==> src/include/rspc_pkg.sv <==
package rspc_pkg;
  // Register byte addresses on the Avalon word bus
  localparam logic [7:0] SMC_IDX = 8'h33;
  localparam logic [9:0] SMC_ADDR = 10'h0cc;
  localparam logic [9:0] PRR_ADDR = 10'h0d0;
  localparam logic [9:0] RST_CTL_ADDR = 10'h0d4;
  localparam logic [9:0] RST_STAT_ADDR = 10'h0d8;
  // Sleep mode control fields
  localparam int SLEEP_ARM_BIT = 0;
  localparam int SLEEP_MODE_LSB = 1;
  localparam int SLEEP_MODE_MSB = 3;
  localparam logic [7:0] SMC_RESET = 8'h00;
  localparam logic [7:0] SMC_WMASK = 8'h0f;
  // Power reduction fields
  localparam int TIMER1_GATE_BIT = 3;
  localparam int SPI_GATE_BIT = 2;
  localparam int USART_GATE_BIT = 1;
  localparam int CONV_GATE_BIT = 0;
  localparam logic [7:0] PRR_RESET = 8'h00;
  localparam logic [7:0] PRR_WMASK = 8'h0f;
  // Reset control fields
  localparam int JTAG_RST_BIT = 0;
  localparam int COMPARATOR_BANDGAP_SELECT_BIT = 1;
  localparam int CONV_EN_BIT = 2;
  localparam logic [7:0] RST_CTL_RESET = 8'h00;
  localparam logic [7:0] RST_CTL_WMASK = 8'h07;
  // Sleep mode encodings
  localparam logic [2:0] MODE_IDLE = 3'h0;
  localparam logic [2:0] MODE_NOISE_RED = 3'h1;
  localparam logic [2:0] MODE_POWER_DOWN = 3'h2;
  localparam logic [2:0] MODE_POWER_SAVE = 3'h3;
  localparam logic [2:0] MODE_STANDBY = 3'h6;
  // Timing
  localparam int CLK_PERIOD_NS = 25;
  localparam int STANDBY_WAKE_CYCLES = 6;
  localparam int BOD_MIN_NS = 2000;
  localparam int BOD_MIN_CYCLES = (BOD_MIN_NS + CLK_PERIOD_NS - 1) / CLK_PERIOD_NS;
  localparam int SYNC_STAGES = 2;
endpackage

==> src/rtl/rspc_stretch.sv <==
`timescale 1ns/10ps
// Holds reset for a fuse-selected count after the raw request falls
module rspc_stretch import rspc_pkg::*; #(
  parameter int CNT_W = 20
) (
  // Clock and reset
  input wire logic core_clk_in,
  input wire logic sys_rst_in,
  // Request and period
  input wire logic raw_rst_in,
  input wire logic [CNT_W-1:0] period_in,
  output logic stretched_out
);
  typedef struct packed {
    logic [CNT_W-1:0] cnt;
    logic held;
  } rspc_str_type;
  rspc_str_type st, next_st;

  // Any raw request reloads; counting starts on its falling edge
  always_comb begin
    next_st = st;
    if (raw_rst_in) begin
      next_st.cnt = period_in;
      next_st.held = 1'b1;
    end else if (st.cnt != '0) begin
      next_st.cnt = st.cnt - CNT_W'(1);
    end else begin
      next_st.held = 1'b0;
    end
  end

  always_ff @(posedge core_clk_in) begin
    if (sys_rst_in) begin
      st <= '{'0, 1'b1};
    end else begin
      st <= next_st;
    end
  end

  assign stretched_out = st.held;
endmodule

==> src/rtl/rspc_sync.sv <==
`timescale 1ns/10ps
// Two-stage level synchroniser with constant reset value
module rspc_sync import rspc_pkg::*; #(
  parameter logic RESET_VAL = 1'b0
) (
  // Clock and reset
  input wire logic core_clk_in,
  input wire logic sys_rst_in,
  // Level
  input wire logic async_in,
  output logic sync_out
);
  typedef struct packed {
    logic meta;
    logic stable;
  } rspc_sync_type;
  rspc_sync_type st, next_st;

  // Only the second stage is visible outside
  always_comb begin
    next_st.meta = async_in;
    next_st.stable = st.meta;
  end

  always_ff @(posedge core_clk_in) begin
    if (sys_rst_in) begin
      st <= '{RESET_VAL, RESET_VAL};
    end else begin
      st <= next_st;
    end
  end

  assign sync_out = st.stable;
endmodule

==> src/rtl/rspc_top.sv <==
`timescale 1ns/10ps
module rspc_top import rspc_pkg::*; #(
  parameter int CNT_W = 20,
  parameter logic [CNT_W-1:0] TOUT_SHORT = 20'd200,
  parameter logic [CNT_W-1:0] TOUT_LONG = 20'd2600
) (
  // Clock and reset
  input wire logic core_clk_in,
  input wire logic sys_rst_in,
  // Avalon-MM slave
  input wire logic [9:0] avs_address_in,
  input wire logic avs_read_in,
  input wire logic avs_write_in,
  input wire logic [31:0] avs_writedata_in,
  input wire logic [3:0] avs_byteenable_in,
  output logic [31:0] avs_readdata_out,
  output logic avs_waitrequest_out,
  output logic [1:0] avs_response_out,
  // Core sleep handshake
  input wire logic sleep_instr_in,
  input wire logic wake_in,
  output logic sleep_req_out,
  output logic [2:0] sleep_mode_out,
  output logic sleeping_out,
  output logic wake_ack_out,
  // Reset sources (pins and analog, asynchronous)
  input wire logic por_low_in,
  input wire logic ext_rst_n_in,
  input wire logic wdt_expire_in,
  input wire logic wdt_enable_in,
  input wire logic bod_low_in,
  // Fuses
  input wire logic [1:0] brownout_level_fuse_in,
  input wire logic [1:0] startup_time_fuse_in,
  input wire logic [3:0] clock_select_fuse_in,
  // Reset and gating outputs
  output logic core_rst_out,
  output logic port_rst_out,
  output logic wdt_rst_pulse_out,
  output logic timer1_clk_en_out,
  output logic spi_clk_en_out,
  output logic usart_clk_en_out,
  output logic conv_clk_en_out,
  output logic comp_mux_allow_out,
  output logic bandgap_en_out
);
  typedef struct packed {
    logic [7:0] smc;
    logic [7:0] power_reduction;
    logic [7:0] rctl;
    logic [31:0] rdata;
    logic wait_n;
    logic [1:0] resp;
    logic sleep_req;
    logic [2:0] mode;
    logic sleeping;
    logic [2:0] wake_cnt;
    logic wake_ack;
    logic wdt_prev;
    logic wdt_pulse;
    logic [15:0] bod_cnt;
    logic bod_rst;
    logic core_rst;
    logic port_rst;
    logic [3:0] gates_n;
    logic comp_allow;
    logic bandgap;
  } rspc_top_type;
  rspc_top_type st, next_st;

  logic por_s, ext_n_s, wdt_exp_s, wdt_en_s, bod_s;
  logic raw_rst, stretched, bod_enabled, access;
  logic [CNT_W-1:0] period;

  // Pin and analog inputs cross into the clock domain first
  rspc_sync #(.RESET_VAL(1'b1)) u_sync_por (.core_clk_in(core_clk_in),
    .sys_rst_in(sys_rst_in), .async_in(por_low_in), .sync_out(por_s));
  rspc_sync #(.RESET_VAL(1'b1)) u_sync_ext (.core_clk_in(core_clk_in),
    .sys_rst_in(sys_rst_in), .async_in(ext_rst_n_in), .sync_out(ext_n_s));
  rspc_sync #(.RESET_VAL(1'b0)) u_sync_wexp (.core_clk_in(core_clk_in),
    .sys_rst_in(sys_rst_in), .async_in(wdt_expire_in), .sync_out(wdt_exp_s));
  rspc_sync #(.RESET_VAL(1'b0)) u_sync_wen (.core_clk_in(core_clk_in),
    .sys_rst_in(sys_rst_in), .async_in(wdt_enable_in), .sync_out(wdt_en_s));
  rspc_sync #(.RESET_VAL(1'b0)) u_sync_bod (.core_clk_in(core_clk_in),
    .sys_rst_in(sys_rst_in), .async_in(bod_low_in), .sync_out(bod_s));

  // Fuse 11 means detector disabled; the time fuse picks the stretch
  assign bod_enabled = (brownout_level_fuse_in != 2'h3);
  assign period = (startup_time_fuse_in == 2'h0) ? TOUT_SHORT : TOUT_LONG;

  // Merge of all five sources
  assign raw_rst = por_s | ~ext_n_s | st.wdt_pulse | st.bod_rst
    | st.rctl[JTAG_RST_BIT];

  rspc_stretch #(.CNT_W(CNT_W)) u_stretch (.core_clk_in(core_clk_in),
    .sys_rst_in(sys_rst_in), .raw_rst_in(raw_rst), .period_in(period),
    .stretched_out(stretched));

  // One bus answer per request; waitrequest drops for a single cycle
  assign access = (avs_read_in | avs_write_in) & ~st.wait_n;

  always_comb begin
    next_st = st;
    next_st.wait_n = access;
    next_st.sleep_req = 1'b0;
    next_st.wake_ack = 1'b0;
    // Bus write lands on the edge where waitrequest is seen low, lane 0 only
    if (avs_write_in && st.wait_n && avs_byteenable_in[0]) begin
      unique case (avs_address_in)
        SMC_ADDR: next_st.smc = avs_writedata_in[7:0] & SMC_WMASK;
        PRR_ADDR: next_st.power_reduction = avs_writedata_in[7:0] & PRR_WMASK;
        RST_CTL_ADDR: next_st.rctl = avs_writedata_in[7:0] & RST_CTL_WMASK;
        default: ;
      endcase
    end
    // Read mux; unmapped addresses answer zero with a decode error
    next_st.resp = 2'h0;
    if (access) begin
      unique case (avs_address_in)
        SMC_ADDR: next_st.rdata = {24'h0, st.smc};
        PRR_ADDR: next_st.rdata = {24'h0, 4'h0, st.power_reduction[3:0]};
        RST_CTL_ADDR: next_st.rdata = {24'h0, st.rctl};
        RST_STAT_ADDR: next_st.rdata = {24'h0, 3'h0, st.sleeping, st.bod_rst,
          ~ext_n_s, por_s, stretched};
        default: begin
          next_st.rdata = 32'h0;
          next_st.resp = 2'h3;
        end
      endcase
    end
    // Armed sleep instruction yields one pulse with the sampled mode
    if (sleep_instr_in && st.smc[SLEEP_ARM_BIT] && !st.sleeping) begin
      next_st.sleep_req = 1'b1;
      next_st.mode = st.smc[SLEEP_MODE_MSB:SLEEP_MODE_LSB];
      next_st.sleeping = 1'b1;
      next_st.wake_cnt = 3'h0;
    end
    // Standby keeps the oscillator, so wake takes a fixed short count
    if (st.sleeping && (wake_in || st.wake_cnt != 3'h0)) begin
      if (st.mode != MODE_STANDBY || st.wake_cnt == 3'(STANDBY_WAKE_CYCLES - 1)) begin
        next_st.sleeping = 1'b0;
        next_st.wake_ack = 1'b1;
        next_st.wake_cnt = 3'h0;
      end else begin
        next_st.wake_cnt = st.wake_cnt + 3'h1;
      end
    end
    // Watchdog pulse lasts one cycle on rising expiry when enabled
    next_st.wdt_prev = wdt_exp_s;
    next_st.wdt_pulse = wdt_exp_s & ~st.wdt_prev & wdt_en_s;
    // Brown-out filter: must persist past the minimum duration
    if (bod_enabled && bod_s) begin
      if (st.bod_cnt == 16'(BOD_MIN_CYCLES)) begin
        next_st.bod_rst = 1'b1;
      end else begin
        next_st.bod_cnt = st.bod_cnt + 16'h1;
      end
    end else begin
      next_st.bod_cnt = 16'h0;
      next_st.bod_rst = 1'b0;
    end
    // Registered release keeps every consumer on the same edge
    next_st.core_rst = stretched | raw_rst;
    next_st.port_rst = raw_rst;
    // Gates only stop the clock, so frozen state survives ungating
    next_st.gates_n = ~st.power_reduction[3:0];
    next_st.comp_allow = ~st.power_reduction[CONV_GATE_BIT];
    next_st.bandgap = bod_enabled | st.rctl[COMPARATOR_BANDGAP_SELECT_BIT] | st.rctl[CONV_EN_BIT];
    // Internal reset returns every register except the JTAG bit to its initial value
    if (stretched) begin
      next_st.smc = SMC_RESET;
      next_st.power_reduction = PRR_RESET;
      next_st.rctl = st.rctl & (8'h1 << JTAG_RST_BIT); // JTAG bit survives to hold reset
      next_st.sleeping = 1'b0;
      next_st.sleep_req = 1'b0;
    end
  end

  always_ff @(posedge core_clk_in) begin
    if (sys_rst_in) begin
      st <= '0;
      st.core_rst <= 1'b1;
      st.port_rst <= 1'b1;
      st.gates_n <= 4'hf;
      st.comp_allow <= 1'b1;
      st.bod_cnt <= 16'h0;
    end else begin
      st <= next_st;
    end
  end

  // Port reset comes only from its registered copy of the raw merge, so it needs the clock to act
  assign port_rst_out = st.port_rst;
  assign core_rst_out = st.core_rst;
  assign wdt_rst_pulse_out = st.wdt_pulse;
  assign avs_readdata_out = st.rdata;
  assign avs_waitrequest_out = ~st.wait_n;
  assign avs_response_out = st.resp;
  assign sleep_req_out = st.sleep_req;
  assign sleep_mode_out = st.mode;
  assign sleeping_out = st.sleeping;
  assign wake_ack_out = st.wake_ack;
  assign timer1_clk_en_out = st.gates_n[TIMER1_GATE_BIT];
  assign spi_clk_en_out = st.gates_n[SPI_GATE_BIT];
  assign usart_clk_en_out = st.gates_n[USART_GATE_BIT];
  assign conv_clk_en_out = st.gates_n[CONV_GATE_BIT];
  assign comp_mux_allow_out = st.comp_allow;
  assign bandgap_en_out = st.bandgap;
endmodule

==> config.mk <==
export PLATFORM = sky130hd
export DESIGN_NAME = rspc_top
export DESIGN_NICKNAME = d
export VERILOG_FILES = /design/src/include/rspc_pkg.sv /design/src/rtl/rspc_stretch.sv /design/src/rtl/rspc_sync.sv /design/src/rtl/rspc_top.sv
export SDC_FILE = /design/constraint.sdc
export NUM_CORES = 1
export LEC_CHECK = 0
export BUFFER_PORTS_ARGS = -buffer_cell sky130_fd_sc_hd__buf_2
export CAP_MARGIN = 0
export CORE_UTILIZATION = 29
export CTS_BUF_LIST = sky130_fd_sc_hd__clkbuf_2 sky130_fd_sc_hd__clkbuf_4 sky130_fd_sc_hd__clkbuf_8
export CTS_CLUSTER_SIZE = 8
export DETAILED_ROUTE_END_ITERATION = 10
export GPL_TIMING_DRIVEN = 0
export PLACE_DENSITY_LB_ADDON = 0.2
export SETUP_SLACK_MARGIN = 0.02
export SYNTH_ARGS = -nofsm -noshare
export SYNTH_HDL_FRONTEND = slang
export SYNTH_SLANG_ARGS = --single-unit
==> constraint.sdc <==
create_clock -name core_clk_in -period 2.7 [get_ports core_clk_in]
set_input_delay 0.54 -clock core_clk_in [delete_from_list [all_inputs] [get_ports core_clk_in]]
set_output_delay 0.54 -clock core_clk_in [all_outputs]
set_load 0.01 [all_outputs]
After elaboration in Yosys (flattened, before gate mapping)
Index checks and enable logic that the tools add are counted.
W data, S select, Z words.
{"block": "classes", "add_sub_neg": 3, "eq_ne": 8, "n_mux": 11, "bitwise_logic": 20, "reduce_logical": 24}
{"cell": "$eq A10 B8 Y1 const B", "count": 4}
{"cell": "$mux W21", "count": 1}
{"cell": "$mux W20", "count": 1}
{"cell": "$pmux W5 S4", "count": 1}
{"cell": "$reduce_bool A20 Y1", "count": 1}
{"cell": "$sub A20 B1 Y20 const B", "count": 1}
{"cell": "$add A16 B1 Y16 const B", "count": 1}
{"cell": "$eq A16 B7 Y1 const B", "count": 1}
{"cell": "$mux W12", "count": 1}
{"cell": "$reduce_or A2 Y1", "count": 5}
{"cell": "$mux W8", "count": 1}
{"cell": "$not A1 Y1", "count": 8}
{"cell": "$or A1 B1 Y1", "count": 8}
{"cell": "$logic_and A1 B1 Y1", "count": 6}
{"cell": "$reduce_and A2 Y1", "count": 3}
{"cell": "$mux W5", "count": 1}
{"cell": "$not A4 Y4", "count": 1}
{"cell": "$reduce_bool A2 Y1", "count": 2}
{"cell": "$reduce_or A4 Y1", "count": 1}
{"cell": "$add A3 B1 Y3 const B", "count": 1}
{"cell": "$and A1 B1 Y1", "count": 3}
{"cell": "$eq A3 B3 Y1 const B", "count": 1}
{"cell": "$mux W1", "count": 3}
{"cell": "$mux W3", "count": 1}
{"cell": "8 further kinds", "count": 9}
{"block": "totals", "regBits": 113, "input_bits": 65, "output_inout_bits": 50, "elab_cells": 99}

Depth between registers and ports, before layout
{"block": "depth", "depth_word": 6, "mapped_depth": 7}

Hierarchy
A second synthesis with hierarchy kept.
{"block": "unflattened", "cells_unflattened": 448, "area_unflattened_um2": 4043.9}
{"module": "rspc_top", "n_inst": 1, "cells_each": 286, "area_each_um2": 2592.5, "seq_area_each_um2": 1061.0}
{"module": "rspc_stretch", "n_inst": 1, "cells_each": 142, "area_each_um2": 1188.6, "seq_area_each_um2": 420.4}
{"module": "rspc_sync", "n_inst": 5, "cells_each": 4, "area_each_um2": 52.6, "seq_area_each_um2": 40.0}

Least setup slack after synthesis
Ideal clock, no wire load.
{"block": "synth_path", "kind": "input-to-reg", "start": "input avs_address_in[9]", "end": "register st[72] (netlist name)", "t_arrival_ns": 1.992, "t_required_ns": 2.572, "setup_slack_ns": 0.580, "stages": 5, "path_cell_list": "or4bb_1 > clkbuf_1 > nor4_2 > mux2i_1 > nor2_1"}
{"block": "synth_via", "elab_chain_cells": 2}
{"item": "from (decl)", "line": "rspc_top.sv:11", "source": "input wire logic [9:0] avs_address_in,"}
{"item": "$eq A10 B8 Y1", "line": "rspc_top.sv:109", "source": "unique case (avs_address_in)"}
{"item": "$reduce_and A2 Y1 (no source line)"}
{"item": "to (signal assigned)", "line": "rspc_top.sv:188", "source": "st <= next_st;"}
{"item": "to (decl)", "line": "rspc_top.sv:69", "source": "rspc_top_type st, next_st;"}
Every way passes these cells.
A chain may end at the register's enable or synchronous reset.

Worst setup path after layout
{"block": "layout_path", "start": "register st[71] (netlist name)", "end": "register u_stretch.st[11] (netlist name)"}
{"block": "layout_via", "elab_chain_cells": 2, "elab_cells_between_ends": 3, "cone_classes": "mux (1); bitwise (1); reduce/logical (1)"}
{"item": "$or A1 B1 Y1 (*)", "line": "rspc_top.sv:93", "source": "| st.rctl[JTAG_RST_BIT];"}
{"item": "$mux W21 or $reduce_bool A2 Y1 (tied branches)"}
{"item": "to (signal assigned)", "line": "rspc_stretch.sv:35", "source": "st <= '{'0, 1'b1};"}
{"item": "to (signal assigned)", "line": "rspc_stretch.sv:37", "source": "st <= next_st;"}
{"item": "to (decl)", "line": "rspc_stretch.sv:18", "source": "rspc_str_type st, next_st;"}
Every way passes the cells marked *; elsewhere a longest branch is shown, timed or not.

==> qor.csv <==
stage,metric,value,unit
placed_design,Final HPWL DP,6480,um
finish,final net count,601,
clock_tree,post-CTS setup buffers,0,
floorplanning,Die X-Extent,119,um
grt,antenna violations before repair,0,
worst_hold_path,WHS Endpoint,u_sync_ext.next_st[0]$_SDFF_PP1_,
routing,initial drt markers,93,
finish,area added between synthesis and finish,20.0,%
critical_path,"CP delay by family, top",simple AND/OR/NAND/NOR gates,
pwr,clock share of power,40.4,%
critical_path,Critical Path AT,2.53,ns
worst_hold_path,Worst Min Path Start,ext_rst_n_in,
yosys,leading area contributor after synthesis,dfxtp_1,
floorplanning,starting density of the core,29.9,%
clock_tree,# hold bufs at CTS,0,
pwr,Internal Power,1.91,mW
critical_path,Worst path max stage delay,0.59,ns
placed_design,IO Port Bufs,51,
critical_path,CP Class,reg2reg,
clock_tree,Root Driver,clkbuf_8,
timing,Final Critical Period,2.24,ns
clock_tree,clk slew on worst S/H paths,0.09,ns
pwr,Switching Share,24.4,%
worst_hold_path,Hold Crit Class,in2reg,
critical_path,r2r worst-path depth,5,
pwr,pwr dens,527,nW/um^2
floorplanning,core area,13300,sq um
yosys,Gate Count Post-Synth,441,
clock_tree,H-tree depth,3,
clock_tree,"Clk Latency, worst-skew pair",0.36,ns
placed_design,RePlAce Congestion,0.791,
timing,setup TNS,0,ns
timing,fmax,0.446,GHz
routing,Vias,3270,
yosys,Post-synth top cells,"dfxtp_1, nor2_1, buf_4",
grt,first-pass GRT wire length,14400,um
run_status,outcome,"complete, no violations",
critical_path,R2R setup slack,0.46,ns
yosys,"Warnings, synthesis",0,
critical_path,crit-path max FO,10,
yosys,register area share after synthesis,42.2,%
critical_path,CP bufs+invs,2,
yosys,Yosys reg bits,84,
routing,routed len/inst,12.4,um
grt,gr ovfl total,0,
routing,Vias/cell,4.61,
finish,ant diodes,0,
critical_path,cell chain of the critical path,or4b_1 -> nor3_2 -> inv_1 -> clkbuf_1 -> a21oi_1,
yosys,Synth Flop Type,dfxtp_1,
finish,utilization after layout,35.8,%
routing,WL met3,484,um
routing,DR DRC count,0,
timing,skew final,0.00874,ns
pwr,P_leak,1.89,nW
grt,vias in the first global route,2926,
timing,final cycle utilization of the critical path,83.1,%
timing,Slew headroom,28.9,%
finish,share of layout cells above drive strength 1,23.6,%
timing,RSZ-0062 raised after global routing,false,
timing,final slew viol count,0,
routing,"antenna viol nets, final",0,
routing,TritonRoute pass-1 iters,4,
timing,final hold vios,0,
yosys,area of the mapped netlist,3990,sq um
clock_tree,CTS Sinks,84,
placed_design,DP Cell Count,694,
critical_path,RR Startpoint,st[71]$_SDFFE_PP0P_,
finish,fill count,1403,
yosys,"EDFF count, synth",0,
critical_path,Startpoint Class,flop,
critical_path,CP Data Required Time,2.99,ns
worst_hold_path,Hold Path Cell Cnt,2,
finish,post-route cell area,4780,sq um
critical_path,slowest CP cell,or4b_1,
pwr,Flop pwr share,50.5,%
yosys,top cell type's share of synthesized area,42.2,%
yosys,syn avg cell area,9.04,sq um
pwr,share of total power in combinational logic,9.1,%
pwr,maximum vdd drop,0.356,mV
routing,"wirelength, routed",8830,um
floorplanning,row count,42,
yosys,Synth area leaders,"dfxtp_1, buf_4, mux2i_1",
grt,largest net degree at the start of global routing,15,
grt,Global Route Usage Sum,12.9,%
floorplanning,I/O pins,115,
finish,final std cells w/o fill,710,
routing,Routed met2 length,3980,um
timing,final setup violation count,0,
routing,Top Metal Used,met4,
clock_tree,CTS buffer count,9,
yosys,most numerous cell in the Yosys netlist,dfxtp_1,
clock_tree,CTS tree,built,
placed_design,cell area after placement,4560,sq um
floorplanning,die extent in y,119,um
yosys,Synth cell types,58,
run,max_cap viols,0,
floorplanning,die area,14200,sq um
clock_tree,clock tree buffer depth,2,
pwr,sw power,0.616,mW
clock_tree,post-CTS sizing,0,
critical_path,RR Endpoint,u_stretch.st[11]$_SDFFE_PP0P_,
routing,M1 WL,4230,um
critical_path,critical path capture point type,flop,
yosys,async set or reset register ratio after synthesis,0,%
timing,Worst Max-Slew Pin Slew,1.04,ns
cells in the final DEF, fill, tap and decap left out, types with 6 or more instances in the layout:
master    Yosys  layout
nor3_1       11      11
or3_1         8       8
clkbuf_1     10      10
nand4_1       8       8
a21oi_1      19      19
nand3b_1      6       6
buf_4        38      38
nand2_1      18      18
nand3_1      11      11
or2_2        10      10
mux2i_1      22      22
or4_1         7       7
clkbuf_8      0       9
buf_2         1      52
nor2_1       40      40
xor2_1        7       7
nor2b_1      11      11
nor4_1       12      12
nand2b_1     15      15
inv_1        15      15
conb_1        1      27
o21ai_0      21      21
dfxtp_1      84      84
ha_1          7       7
logic make-up (layout without fill, tap and decap cells):
family,count (synthesis),count (layout),share of synthesized area [%]
and+or+nand+nor,177,177,26.0
DFF,84,84,42.2
AOI/OAI and AO/OA,73,73,11.7
buffers and inverters,65,132,9.73
muxes,22,22,5.52
xor gates and xnor gates,12,12,2.64
adders and majority gates,7,7,2.20
other,1,27,0.0940
worst max path at each step:
stage	cells past startpoint	slack, ns	endpoint	start
detailed placement	6	0.28	st[72]$_SDFFE_PP0P_	avs_address_in[9]
global route	5	0.21	u_stretch.st[11]$_SDFFE_PP0P_	st[71]$_SDFFE_PP0P_
finish	5	0.46	u_stretch.st[11]$_SDFFE_PP0P_	st[71]$_SDFFE_PP0P_
global placement	6	0.31	st[72]$_SDFFE_PP0P_	avs_address_in[9]
floorplan	5	0.58	st[72]$_SDFFE_PP0P_	avs_address_in[9]
CTS	5	0.47	u_stretch.st[11]$_SDFFE_PP0P_	st[71]$_SDFFE_PP0P_
sequential cells by signal, indices dropped and copies added, names as in the netlist, 3 cells and up:
name	flops
st	33
u_stretch.st	20
avs_readdata_out	5
sleep_mode_out	3
metal layers:
metal / vias to the layer above / global-route usage, %
met3: 12 / 4.07
met4: 0 / 4.75
met5: - / 0
met1: 1490 / 16.3
met2: 73 / 20.5
li1: 1695 / -
final cells by class:
cell class	instances	area, sq um	share of cell area (%)
repair buffers	51	255	5.33
multi-input cells	318	2020	42.1
plain buffers	50	332	6.93
flip-flops and latches	84	1680	35.1
clock buffers	11	139	2.90
inverters	15	56.3	1.18
clock inverters	5	85.1	1.78
well taps	176	220	4.60
power groups by stage:
| stage | sequential [mW] | clock, mW | combinational [mW] |
|---|---|---|---|
| 2_1_floorplan | 1.30 | 0 | 0.165 |
| 3_3_place_gp | 1.30 | 0 | 0.229 |
| 3_5_place_dp | 1.30 | 0 | 0.230 |
| 4_1_cts | 1.27 | 1.05 | 0.231 |
| 5_1_grt | 1.28 | 1.11 | 0.257 |
| 6_report | 1.27 | 1.02 | 0.230 |
metrics by stage:
| stage | hold slack (ns) | setup slack, ns | power (mW) |
|---|---|---|---|
| floorplan | 0.382 | 0.580 | 1.46 |
| global placement | 0.393 | 0.315 | 1.53 |
| detailed placement | 0.397 | 0.285 | 1.53 |
| CTS | 0.335 | 0.469 | 2.55 |
| global route | 0.340 | 0.206 | 2.64 |
| finish | 0.352 | 0.455 | 2.52 |
Note: power is estimated with default switching activity, not from simulation.
